$ cat src/rtl/mux_pkg.sv
// Shared constants for the eight-line serial multiplexer data path
package mux_pkg;
    localparam int LINES = 8;
    localparam int FIFO_DEPTH = 49;
    localparam int WORD_W = 16;
    localparam int DIV_W = 12;
    localparam int FMT_W = 18;
    // Register byte offsets
    localparam logic [7:0] OFF_ENABLE = 8'h00;
    localparam logic [7:0] OFF_FORMAT = 8'h04;
    localparam logic [7:0] OFF_RXWORD = 8'h08;
    localparam logic [7:0] OFF_TXDATA = 8'h0C;
    localparam logic [7:0] OFF_MODEM_OUT = 8'h10;
    localparam logic [7:0] OFF_MODEM_IN = 8'h14;
    localparam logic [7:0] OFF_STATUS = 8'h18;
    // Format write: [2:0] line, stored fields from bit 3 up
    localparam int FMT_LSB = 3;
    localparam int F_LEN = 0;
    localparam int F_PEN = 2;
    localparam int F_ODD = 3;
    localparam int F_TWO = 4;
    localparam int F_HALF = 5;
    localparam int F_DIV = 6;
    // Receive entry layout
    localparam int E_LINE = 8;
    localparam int E_PERR = 11;
    localparam int E_FERR = 12;
    localparam int E_VALID = 15;
    // Transmit word, modem and status layouts
    localparam int TX_CHAR = 8;
    localparam int M_DTR = 0;
    localparam int M_RTS = 8;
    localparam int M_SEC = 16;
    localparam int M_CTS = 0;
    localparam int M_CAR = 8;
    localparam int M_SRX = 16;
    localparam int M_RING = 24;
    localparam int S_FULL = 6;
    localparam int S_TEST = 7;
    localparam int S_TXP = 8;
    // Sample tick points within a bit
    localparam logic [3:0] MID_START = 4'h7;
    localparam logic [3:0] BIT_END = 4'hF;
endpackage : mux_pkg

$ cat src/rtl/line_uart.sv
// One line: 16x receiver and double-buffered transmitter
module line_uart (
    // Clock and reset
    input wire logic clk_in,
    input wire logic rst_in,
    // Line format
    input wire logic [11:0] div_in,
    input wire logic [1:0] len_in,
    input wire logic par_en_in,
    input wire logic par_odd_in,
    input wire logic two_stop_in,
    input wire logic half_in,
    input wire logic en_in,
    // Serial pins
    input wire logic rxd_in,
    output logic txd_out,
    // Scanner side
    input wire logic rx_ack_in,
    output logic rx_rdy_out,
    output logic [7:0] rx_data_out,
    output logic rx_perr_out,
    output logic rx_ferr_out,
    input wire logic tx_load_in,
    input wire logic [7:0] tx_data_in,
    output logic tx_empty_out
);
    typedef enum logic [3:0] {
        RX_IDLE = 4'b0001, RX_START = 4'b0010, RX_DATA = 4'b0100, RX_STOP = 4'b1000
    } rx_state_t;
    typedef enum logic [1:0] {TX_IDLE = 2'b01, TX_SHIFT = 2'b10} tx_state_t;

    // Data mask for 5..8 bit characters
    function automatic logic [7:0] len_mask(input logic [1:0] len);
        len_mask = 8'hFF >> (2'd3 - len);
    endfunction : len_mask

    logic [11:0] div_r;
    logic [1:0] sync_r;
    rx_state_t rx_r;
    logic [3:0] rsub_r;
    logic [3:0] rbit_r;
    logic [8:0] sh_r;
    logic blind_r;
    logic rdy_r;
    logic [7:0] data_r;
    logic perr_r;
    logic ferr_r;
    tx_state_t tx_r;
    logic [3:0] tsub_r;
    logic [3:0] left_r;
    logic [11:0] fr_r;
    logic [7:0] hold_r;
    logic full_r;

    wire tick = (div_r == 12'h000);
    wire rxd = sync_r[1];
    wire rx_en = en_in | half_in;
    wire [3:0] nbits = {2'b00, len_in} + 4'h5;
    wire [3:0] last_bit = nbits - {3'b000, ~par_en_in};
    wire [7:0] rx_dm = sh_r[7:0] & len_mask(len_in);
    wire rx_pbit = sh_r[nbits];
    wire rx_perr = par_en_in & ((^rx_dm ^ rx_pbit) != par_odd_in);
    wire rx_done = (rx_r == RX_STOP) & tick & (rsub_r == mux_pkg::BIT_END);
    wire rx_take = rx_done & ~blind_r & (~rdy_r | rx_ack_in);
    wire tx_busy = (tx_r == TX_SHIFT);
    wire bit_end = tx_busy & tick & (tsub_r == mux_pkg::BIT_END);
    wire tx_start = full_r & en_in & ((tx_r == TX_IDLE) | (bit_end & (left_r == 4'h1)));
    wire [7:0] tx_dm = hold_r & len_mask(len_in);
    wire tx_pbit = (^tx_dm) ^ par_odd_in;
    wire [11:0] fr_base = {3'b111, 8'hFF & ~len_mask(len_in) | tx_dm, 1'b0};
    wire [11:0] pmask = 12'h001 << (nbits + 4'h1);
    wire [11:0] fr_new = par_en_in ? ((fr_base & ~pmask) | (tx_pbit ? pmask : 12'h000))
                                   : fr_base;
    wire [3:0] fr_len = nbits + 4'h2 + {3'b000, par_en_in} + {3'b000, two_stop_in};

    // Sample tick divider and input synchroniser
    always_ff @(posedge clk_in) begin
        div_r <= (rst_in | tick) ? div_in : div_r - 12'h001;
        sync_r <= rst_in ? 2'b11 : {sync_r[0], rxd_in};
    end

    // Receive state machine, 16 ticks per bit
    always_ff @(posedge clk_in) begin
        if (rst_in || !rx_en) begin
            rx_r <= RX_IDLE;
            rsub_r <= 4'h0;
            rbit_r <= 4'h0;
            sh_r <= 9'h000;
            blind_r <= 1'b0;
        end else if (tick) begin
            rsub_r <= rsub_r + 4'h1;
            if (half_in && tx_busy) begin
                blind_r <= 1'b1;
            end
            case (rx_r)
                RX_IDLE: begin
                    rsub_r <= 4'h0;
                    blind_r <= half_in & tx_busy;
                    if (!rxd) begin
                        rx_r <= RX_START;
                    end
                end
                RX_START: begin
                    if (rsub_r == mux_pkg::MID_START) begin
                        rsub_r <= 4'h0;
                        rbit_r <= 4'h0;
                        rx_r <= rxd ? RX_IDLE : RX_DATA;
                    end
                end
                RX_DATA: begin
                    if (rsub_r == mux_pkg::BIT_END) begin
                        sh_r[rbit_r] <= rxd;
                        rbit_r <= rbit_r + 4'h1;
                        if (rbit_r == last_bit) begin
                            rx_r <= RX_STOP;
                        end
                    end
                end
                RX_STOP: begin
                    if (rsub_r == mux_pkg::BIT_END) begin
                        rx_r <= RX_IDLE;
                    end
                end
                default: rx_r <= RX_IDLE;
            endcase
        end
    end

    // Receive holding buffer; a new character wins over the scanner's clear
    always_ff @(posedge clk_in) begin
        if (rst_in) begin
            rdy_r <= 1'b0;
            data_r <= 8'h00;
            perr_r <= 1'b0;
            ferr_r <= 1'b0;
        end else if (rx_take) begin
            rdy_r <= 1'b1;
            data_r <= rx_dm;
            perr_r <= rx_perr;
            ferr_r <= ~rxd;
        end else if (rx_ack_in) begin
            rdy_r <= 1'b0;
        end
    end

    // Transmit holding buffer and shifter; idle line marks
    always_ff @(posedge clk_in) begin
        if (rst_in) begin
            tx_r <= TX_IDLE;
            tsub_r <= 4'h0;
            left_r <= 4'h0;
            fr_r <= 12'hFFF;
            full_r <= 1'b0;
            hold_r <= 8'h00;
        end else begin
            if (tx_load_in && !full_r) begin
                full_r <= 1'b1;
                hold_r <= tx_data_in;
            end else if (tx_start) begin
                full_r <= 1'b0;
            end
            if (tx_start) begin
                tx_r <= TX_SHIFT;
                tsub_r <= 4'h0;
                fr_r <= fr_new;
                left_r <= fr_len;
            end else if (bit_end) begin
                tsub_r <= 4'h0;
                fr_r <= {1'b1, fr_r[11:1]};
                left_r <= left_r - 4'h1;
                if (left_r == 4'h1) begin
                    tx_r <= TX_IDLE;
                end
            end else if (tx_busy && tick) begin
                tsub_r <= tsub_r + 4'h1;
            end
        end
    end

    assign txd_out = tx_busy ? fr_r[0] : 1'b1;
    assign rx_rdy_out = rdy_r;
    assign rx_data_out = data_r;
    assign rx_perr_out = perr_r;
    assign rx_ferr_out = ferr_r;
    assign tx_empty_out = ~full_r;
endmodule : line_uart

$ cat src/rtl/async_mux_line_uart_silo.sv
// Eight-line serial multiplexer receive silo, scanners and APB registers
// Summary of operation
// Each receiver samples its line with a tick at sixteen times the bit rate.
// After a falling edge, wait eight ticks; marking again means return to idle.
// A space mid start bit begins capture, sampling every sixteen ticks after.
// Samples per character equal character length plus one when parity enabled.
// With parity on, received parity is checked and an error flag set on mismatch.
// Each line keeps its own length, parity and stop settings from its format register.
// A scanner polls receivers and moves characters with status into the silo.
// Receive servicing is granted before transmit servicing, which waits.
// Silo holds 49 sixteen-bit entries; new entries fill the lowest free slot.
// Reading the head word returns and removes it; the rest shift down.
// Half-duplex receivers stay on but drop characters sent during own transmit.
// The remote sender keeps accumulated timing error below 43.75 percent.
// An idle transmitter holds its output marking.
// A loaded idle transmitter begins its start bit within a sixteenth bit.
// Frame is start, five to eight data bits, optional parity, then stop bits.
// Data bits go out and come in least significant bit first.
// Stop bit count follows the line format; one or two are selectable.
// A refilled holding buffer starts its frame straight after the stop bits.
// Per line drive ready, request and secondary outputs; watch four modem inputs.
// After reset a self-test runs before normal operation begins.
// After reset all buffers are empty and every line is disabled.
// Software writes a line's format register before enabling that line.
// With the silo full, characters stay in their receivers untouched.
// Each entry carries character, line number and error flags.
module async_mux_line_uart_silo #(
    parameter int LINES = mux_pkg::LINES,
    parameter int FIFO_DEPTH = mux_pkg::FIFO_DEPTH
) (
    // Clock and reset
    input wire logic clk_in,
    input wire logic rst_in,
    // APB slave
    input wire logic psel_in,
    input wire logic penable_in,
    input wire logic pwrite_in,
    input wire logic [7:0] paddr_in,
    input wire logic [31:0] pwdata_in,
    output logic [31:0] prdata_out,
    output logic pready_out,
    output logic pslverr_out,
    // Serial lines
    input wire logic [LINES-1:0] rxd_in,
    output logic [LINES-1:0] txd_out,
    // Modem control outputs
    output logic [LINES-1:0] term_ready_out,
    output logic [LINES-1:0] req_send_out,
    output logic [LINES-1:0] sec_tx_out,
    // Modem status inputs
    input wire logic [LINES-1:0] clear_send_in,
    input wire logic [LINES-1:0] carrier_in,
    input wire logic [LINES-1:0] sec_rx_in,
    input wire logic [LINES-1:0] ring_in
);
    localparam int CW = $clog2(FIFO_DEPTH + 1);

    generate
        if (LINES != 8 || FIFO_DEPTH < 2 || FIFO_DEPTH > 63) begin : g_check
            $error("unsupported line count or silo depth");
        end
    endgenerate

    typedef logic [mux_pkg::WORD_W-1:0] word_t;

    // Silo storage and control state
    word_t fifo_r [FIFO_DEPTH];
    logic [CW-1:0] count_r;
    logic [5:0] test_r;
    logic testing_r;
    logic [2:0] scan_r;
    logic [LINES-1:0] enable_r;
    logic [mux_pkg::FMT_W-1:0] fmt_r [LINES];
    logic tx_pend_r;
    logic [2:0] tx_line_r;
    logic [7:0] tx_char_r;
    logic [LINES-1:0] dtr_r;
    logic [LINES-1:0] rts_r;
    logic [LINES-1:0] sec_r;
    logic [31:0] prdata_r;
    logic [4*LINES-1:0] msync1_r;
    logic [4*LINES-1:0] msync2_r;

    // Per-line UART inputs and outputs
    logic [LINES-1:0] rx_rdy;
    logic [LINES-1:0] rx_ack;
    logic [LINES-1:0] rx_perr;
    logic [LINES-1:0] rx_ferr;
    logic [7:0] rx_data [LINES];
    logic [LINES-1:0] tx_load;
    logic [LINES-1:0] tx_empty;

    // Bus decode
    wire setup = psel_in & ~penable_in;
    wire access = psel_in & penable_in;
    wire wr = access & pwrite_in & ~testing_r;
    wire hit_en = (paddr_in == mux_pkg::OFF_ENABLE);
    wire hit_fmt = (paddr_in == mux_pkg::OFF_FORMAT);
    wire hit_rx = (paddr_in == mux_pkg::OFF_RXWORD);
    wire hit_tx = (paddr_in == mux_pkg::OFF_TXDATA);
    wire hit_mo = (paddr_in == mux_pkg::OFF_MODEM_OUT);
    wire hit_mi = (paddr_in == mux_pkg::OFF_MODEM_IN);
    wire hit_st = (paddr_in == mux_pkg::OFF_STATUS);
    wire mapped = hit_en | hit_fmt | hit_rx | hit_tx | hit_mo | hit_mi | hit_st;
    wire [2:0] fmt_line = pwdata_in[2:0];

    // Silo movement; pop only a word the setup cycle captured, never a late arrival
    wire full = (count_r == CW'(FIFO_DEPTH));
    wire empty = (count_r == '0);
    wire pop = access & ~pwrite_in & hit_rx & prdata_r[mux_pkg::E_VALID] & ~testing_r;
    wire push = ~testing_r & rx_rdy[scan_r] & (~full | pop);
    wire [CW-1:0] slot = pop ? count_r - CW'(1) : count_r;
    wire word_t entry = {1'b0, 2'b00, rx_ferr[scan_r], rx_perr[scan_r], scan_r,
                         rx_data[scan_r]};
    wire word_t head = empty ? '0 : (fifo_r[0] | word_t'(1) << mux_pkg::E_VALID);
    wire tx_go = tx_pend_r & ~push & tx_empty[tx_line_r];

    // Read data mux
    wire [31:0] status = {23'h000000, tx_pend_r, testing_r, full, 6'(count_r)};
    wire [31:0] modem_in = {msync2_r[4*LINES-1:0]};
    wire [31:0] modem_out = {8'h00, sec_r, rts_r, dtr_r};
    wire [31:0] rd_mux = hit_en ? {24'h000000, enable_r} :
                         hit_rx ? {16'h0000, head} :
                         hit_mo ? modem_out :
                         hit_mi ? modem_in :
                         hit_st ? status : 32'h00000000;

    // Eight line UARTs, each with its own stored format
    genvar gi;
    generate
        for (gi = 0; gi < LINES; gi++) begin : g_line
            line_uart u_uart (
                .clk_in(clk_in),
                .rst_in(rst_in),
                .div_in(fmt_r[gi][mux_pkg::F_DIV +: mux_pkg::DIV_W]),
                .len_in(fmt_r[gi][mux_pkg::F_LEN +: 2]),
                .par_en_in(fmt_r[gi][mux_pkg::F_PEN]),
                .par_odd_in(fmt_r[gi][mux_pkg::F_ODD]),
                .two_stop_in(fmt_r[gi][mux_pkg::F_TWO]),
                .half_in(fmt_r[gi][mux_pkg::F_HALF]),
                .en_in(enable_r[gi]),
                .rxd_in(rxd_in[gi]),
                .txd_out(txd_out[gi]),
                .rx_ack_in(rx_ack[gi]),
                .rx_rdy_out(rx_rdy[gi]),
                .rx_data_out(rx_data[gi]),
                .rx_perr_out(rx_perr[gi]),
                .rx_ferr_out(rx_ferr[gi]),
                .tx_load_in(tx_load[gi]),
                .tx_data_in(tx_char_r),
                .tx_empty_out(tx_empty[gi])
            );
            assign rx_ack[gi] = push & (scan_r == 3'(gi));
            assign tx_load[gi] = tx_go & (tx_line_r == 3'(gi));
        end
    endgenerate

    // Self-test sweeps every silo slot clean before normal operation
    always_ff @(posedge clk_in) begin
        if (rst_in) begin
            testing_r <= 1'b1;
            test_r <= 6'h00;
        end else if (testing_r) begin
            test_r <= test_r + 6'h01;
            testing_r <= (test_r != 6'(FIFO_DEPTH - 1));
        end
    end

    // Silo shift register; hold position when the scanner waits on a full silo
    always_ff @(posedge clk_in) begin
        if (rst_in) begin
            count_r <= '0;
        end else begin
            count_r <= count_r + CW'(push) - CW'(pop);
        end
        for (int i = 0; i < FIFO_DEPTH; i++) begin
            if (testing_r && test_r == 6'(i)) begin
                fifo_r[i] <= '0;
            end else if (push && slot == CW'(i)) begin
                fifo_r[i] <= entry;
            end else if (pop && i < FIFO_DEPTH - 1) begin
                fifo_r[i] <= fifo_r[i + 1];
            end
        end
    end

    // Round-robin scan pointer; stays while it is taking a character
    always_ff @(posedge clk_in) begin
        scan_r <= rst_in ? 3'h0 : scan_r + {2'b00, ~push};
    end

    // Line enables and formats
    always_ff @(posedge clk_in) begin
        if (rst_in) begin
            enable_r <= '0;
            for (int i = 0; i < LINES; i++) begin
                fmt_r[i] <= '0;
            end
        end else begin
            if (wr && hit_en) begin
                enable_r <= pwdata_in[LINES-1:0];
            end
            if (wr && hit_fmt) begin
                fmt_r[fmt_line] <= pwdata_in[mux_pkg::FMT_LSB +: mux_pkg::FMT_W];
            end
        end
    end

    // Transmit request waits behind receive servicing; busy writes are dropped
    always_ff @(posedge clk_in) begin
        if (rst_in) begin
            tx_pend_r <= 1'b0;
            tx_line_r <= 3'h0;
            tx_char_r <= 8'h00;
        end else if (tx_go) begin
            tx_pend_r <= 1'b0;
        end else if (wr && hit_tx && !tx_pend_r) begin
            tx_pend_r <= 1'b1;
            tx_line_r <= pwdata_in[2:0];
            tx_char_r <= pwdata_in[mux_pkg::TX_CHAR +: 8];
        end
    end

    // Modem outputs and synchronised modem inputs
    always_ff @(posedge clk_in) begin
        if (rst_in) begin
            dtr_r <= '0;
            rts_r <= '0;
            sec_r <= '0;
            msync1_r <= '0;
            msync2_r <= '0;
        end else begin
            if (wr && hit_mo) begin
                dtr_r <= pwdata_in[mux_pkg::M_DTR +: LINES];
                rts_r <= pwdata_in[mux_pkg::M_RTS +: LINES];
                sec_r <= pwdata_in[mux_pkg::M_SEC +: LINES];
            end
            msync1_r <= {ring_in, sec_rx_in, carrier_in, clear_send_in};
            msync2_r <= msync1_r;
        end
    end

    // Read data captured in the setup cycle, so the pop lands on completion
    always_ff @(posedge clk_in) begin
        if (rst_in) begin
            prdata_r <= 32'h00000000;
        end else if (setup) begin
            prdata_r <= rd_mux;
        end
    end

    assign prdata_out = prdata_r;
    assign pready_out = access;
    assign pslverr_out = access & ~mapped;
    assign term_ready_out = dtr_r;
    assign req_send_out = rts_r;
    assign sec_tx_out = sec_r;
endmodule : async_mux_line_uart_silo

$ cat config.mk
export PLATFORM = sky130hd
export DESIGN_NAME = async_mux_line_uart_silo
export DESIGN_NICKNAME = d
export VERILOG_FILES = /design/src/rtl/mux_pkg.sv /design/src/rtl/line_uart.sv /design/src/rtl/async_mux_line_uart_silo.sv
export SDC_FILE = /design/constraint.sdc
export NUM_CORES = 2
export LEC_CHECK = 0
export BUFFER_PORTS_ARGS = -buffer_cell sky130_fd_sc_hd__buf_2
export CORE_ASPECT_RATIO = 0.9
export CORE_MARGIN = 2
export CORE_UTILIZATION = 61
export CTS_BUF_LIST = sky130_fd_sc_hd__clkbuf_8 sky130_fd_sc_hd__clkbuf_16
export DETAILED_ROUTE_END_ITERATION = 6
export PLACE_DENSITY = 0.74
export SLEW_MARGIN = 20
export SYNTH_ARGS = -nofsm -noshare
export SYNTH_HDL_FRONTEND = slang
export SYNTH_HIERARCHICAL = 1
export SYNTH_SLANG_ARGS = --single-unit
$ cat constraint.sdc
create_clock -name clk_in -period 10.41 [get_ports clk_in]
set_input_delay 2.082 -clock clk_in [delete_from_list [all_inputs] [get_ports clk_in]]
set_output_delay 2.082 -clock clk_in [all_outputs]
set_load 0.1 [all_outputs]
==> metrics.cfg <==
[outcome]
status=finished clean

[pwr]
p_per_area_mw_per_mm2=155.7
power_leakage_nw=29.26
clkPwrFrac=0.449
ir_worst_vdd_mv=0.1650
share_seq_of_total_power=0.514
combPwrFrac=0.037
switching_share=0.2221
p_sw_mw=2.852
p_int_mw=9.990

[timing]
tightestPinTransition_ns=1.108
rsz0062_at_grt=false
clock_skew_ns=0.02832
finalSetupViolCount=0
hold_violations=0
relSlewSlack=0.2586
tns_ns=0
clock.fmax_mhz=145.7
slew_violations=0
post-route-period-util=0.6593
fin_crit_ns=6.864

[synthesis]
seq_area_frac_synth=0.5147
synth_cell_types=106
ys_seq_elements=1561
synth_largest_area_cell=edfxtp_1
synth_area_mm2=0.07591
syn_area_per_cell_um2=10.49
synth-edff-count=781
yosys.area.top_type_share=0.3090
syn_inst=7237
synth_area_leaders=edfxtp_1, dfxtp_1, mux2i_1
yosys_warnings=6
async_reset_ff_frac=0
syn-num-nets=7521
ys.flop_type=edfxtp_1

[setup_path]
worst-r2r-setup-slack_ns=4.72
cpLargestDelayFamily=simple AND/OR/NAND/NOR gates
critical_path_class=in -> reg
ff2ff_path_depth=7
r2r-end=fifo_r[1][3]
crit_start=paddr_in[3]
critPathCapture=fifo_r[1][3]
start_kind=primary input
critPathMaxStageDelay_ns=0.97
required_ns=10.82
end_kind=flop
cp.arrival_ns=7.27
r2r-start=testing_r
critPathBufInv=2
cp_num_cells=8
cp_max_fo=89
path_cells=buf_2, or4b_1, nor4_4, buf_4, mux2i_1, a211oi_2, and3_1, a211o_1
slowest_stage=and3_1

[grt]
grt_max_degree=256
grt_pass1_vias=51140
grt_overflow=0
antenna_found_initial=19
grtUsageTotal=0.2973
grt_pass1_wl_um=297200

[routing]
routed_via_density=6.194
remaining_drc_errors=0
dr.pass1.iters=7
drtIter0Drc=6261
vias=54910
finalWirelength_um=193200
wire_per_inst_um=21.80
drtAntennaViolNets=0

[place]
dpl_cell_area_mm2=0.07714
gp_congestion=0.8845
place_hpwl_um=127700
io_buffers=142

[clocking]
clockBufferDepth=3
cts_sinks=1561
post-cts-setup-buffer-count=0
post_cts_resized=0
clk_pin_slew_ns=0.06
ctsRootBufferMaster=clkbuf_16
tritoncts=yes
hold_buffers=0
ctsHtreeMaxLevel=4
clk_latency_ns=0.79
cts_inserted_buffers=158

[final_layout]
multi_input_area_mm2=0.03418
num-fill-cells=9255
layout.nets=7398
final_core_utilization=0.6694
drive_above_1_share=0.09540
final_cell_area_mm2=0.08246
seqCellArea_mm2=0.03907
area_growth_pct=8.634

[flow_run]
drv_cap=0

[die]
die_area_mm2=0.1273
core.rowCount=122
die_width_um=375.8
initial_core_util=0.6162
die-height_um=338.7
coreArea_mm2=0.1232
ios=151

[worst_hold_path]
hold_class=reg -> reg

layout by cell type (no fill, tap or decap), types with 29 or more instances in the layout:
| master | n |
|---|---|
| and2_1 | 175 |
| a311o_1 | 29 |
| nand2b_1 | 50 |
| nand2_1 | 1085 |
| inv_1 | 186 |
| a31oi_1 | 50 |
| mux2i_1 | 788 |
| dfxtp_1 | 778 |
| o21ai_0 | 218 |
| nor2_1 | 485 |
| nor2b_1 | 119 |
| mux4_2 | 31 |
| ha_1 | 190 |
| xor2_1 | 77 |
| a21oi_1 | 306 |
| edfxtp_1 | 781 |
| nor4_1 | 41 |
| o211ai_1 | 42 |
| buf_4 | 70 |
| and3_1 | 43 |
| xnor2_1 | 206 |
| clkinv_2 | 30 |
| nand3_1 | 255 |
| buf_2 | 141 |
| nor3_1 | 106 |
| clkbuf_16 | 167 |
| nand4_1 | 58 |
cell families (layout without fill, tap and decap cells):
group,Yosys count,after routing,synth area share
xor+xnor,300,300,0.03755
other cells,0,10,0
buf+inv,654,660,0.03785
fa+ha+maj,199,199,0.03369
compound gates,946,946,0.08064
flops,1561,1561,0.5147
simple gates,2740,2740,0.1800
mux,837,837,0.1156
final cells by class:
cell class,count,area share
repair buffers,216,0.01617
well taps,1612,0.02446
clock inverters,107,0.01048
multi-input cells,5022,0.4145
diodes,10,0.0003035
clock buffers,182,0.05318
inverters,155,0.007056
flip-flops and latches,1561,0.4738
power by group through the flow:
stage / logic, mW / clock network (mW) / registers [mW]
2_1_floorplan: 0.313 / 0 / 6.71
3_3_place_gp: 0.458 / 0 / 6.72
3_5_place_dp: 0.468 / 0 / 6.73
4_1_cts: 0.471 / 5.82 / 6.60
5_1_grt: 0.517 / 6.06 / 6.61
6_report: 0.477 / 5.77 / 6.60
registers in the layout (all words and copies together) (netlist names), 16 cells and up:
name / flops
g_line.u_uart/fr_r: 96
modem_in: 32
g_line.u_uart/rsub_r: 32
g_line.u_uart/rx_data_out: 64
g_line.u_uart/sync_r: 16
g_line.u_uart/tsub_r: 32
g_line.u_uart/div_r: 96
g_line.u_uart/left_r: 32
g_line.u_uart/sh_r: 72
msync1_r: 32
fifo_r: 637
fmt_r: 144
g_line.u_uart/rbit_r: 32
g_line.u_uart/tx_r: 16
g_line.u_uart/rx_r: 32
prdata_out: 32
g_line.u_uart/hold_r: 64
metrics by stage:
stage	cells	setup WS, ns	hold slack (ns)	total power, mW
floorplan	7237	4.081	0.3895	7.020
global placement	8565	3.038	0.3930	7.182
detailed placement	8565	2.874	0.3979	7.196
CTS	8854	3.669	0.4132	12.89
global route	8855	3.277	0.4272	13.19
finish	8865	3.546	0.4094	12.84
cell usage after synthesis (all sizes together), types with 26 or more instances:
cell type  instances
a21oi            307
a31oi             50
nor2b            120
o211ai            42
nor2             493
o21ai            236
nor3             121
nand2           1099
inv              154
ha               190
nor4b             37
xor2              77
nand4b            27
mux2i            798
buf              166
and2             177
mux4              31
dfxtp            780
or4b              26
nand3            257
or2               27
clkbuf           333
edfxtp           781
a311o             29
nor4              62
and3              43
or3               27
nand4             59
or4               34
nand2b            51
xnor2            207
worst min-delay path by stage:
| stage | startpoint | endpoint | slack (ns) | cells after the start |
|---|---|---|---|---|
| final | g_line[3].u_uart/sync_r[0] | g_line[3].u_uart/sync_r[1] | 0.41 | 1 |
| after global placement | g_line[3].u_uart/sync_r[0] | g_line[3].u_uart/sync_r[1] | 0.39 | 1 |
| after detailed placement | g_line[2].u_uart/sync_r[0] | g_line[2].u_uart/sync_r[1] | 0.40 | 1 |
| after floorplan | g_line[0].u_uart/sync_r[0] | g_line[0].u_uart/sync_r[1] | 0.39 | 1 |
| after CTS | g_line[3].u_uart/sync_r[0] | g_line[3].u_uart/sync_r[1] | 0.41 | 1 |
| after global routing | g_line[2].u_uart/sync_r[0] | g_line[2].u_uart/sync_r[1] | 0.43 | 1 |
per-layer routing:
| layer | up-vias | track usage | part of all wire |
|---|---|---|---|
| li1 | 25490 | - | - |
| met1 | 26800 | 0.4408 | 0.44 |
| met2 | 2278 | 0.4415 | 0.43 |
| met3 | 332 | 0.05576 | 0.094 |
| met4 | 6 | 0.09212 | 0.027 |
| met5 | - | 0 | 0.00019 |
Note: power is estimated with default switching activity, not from simulation.
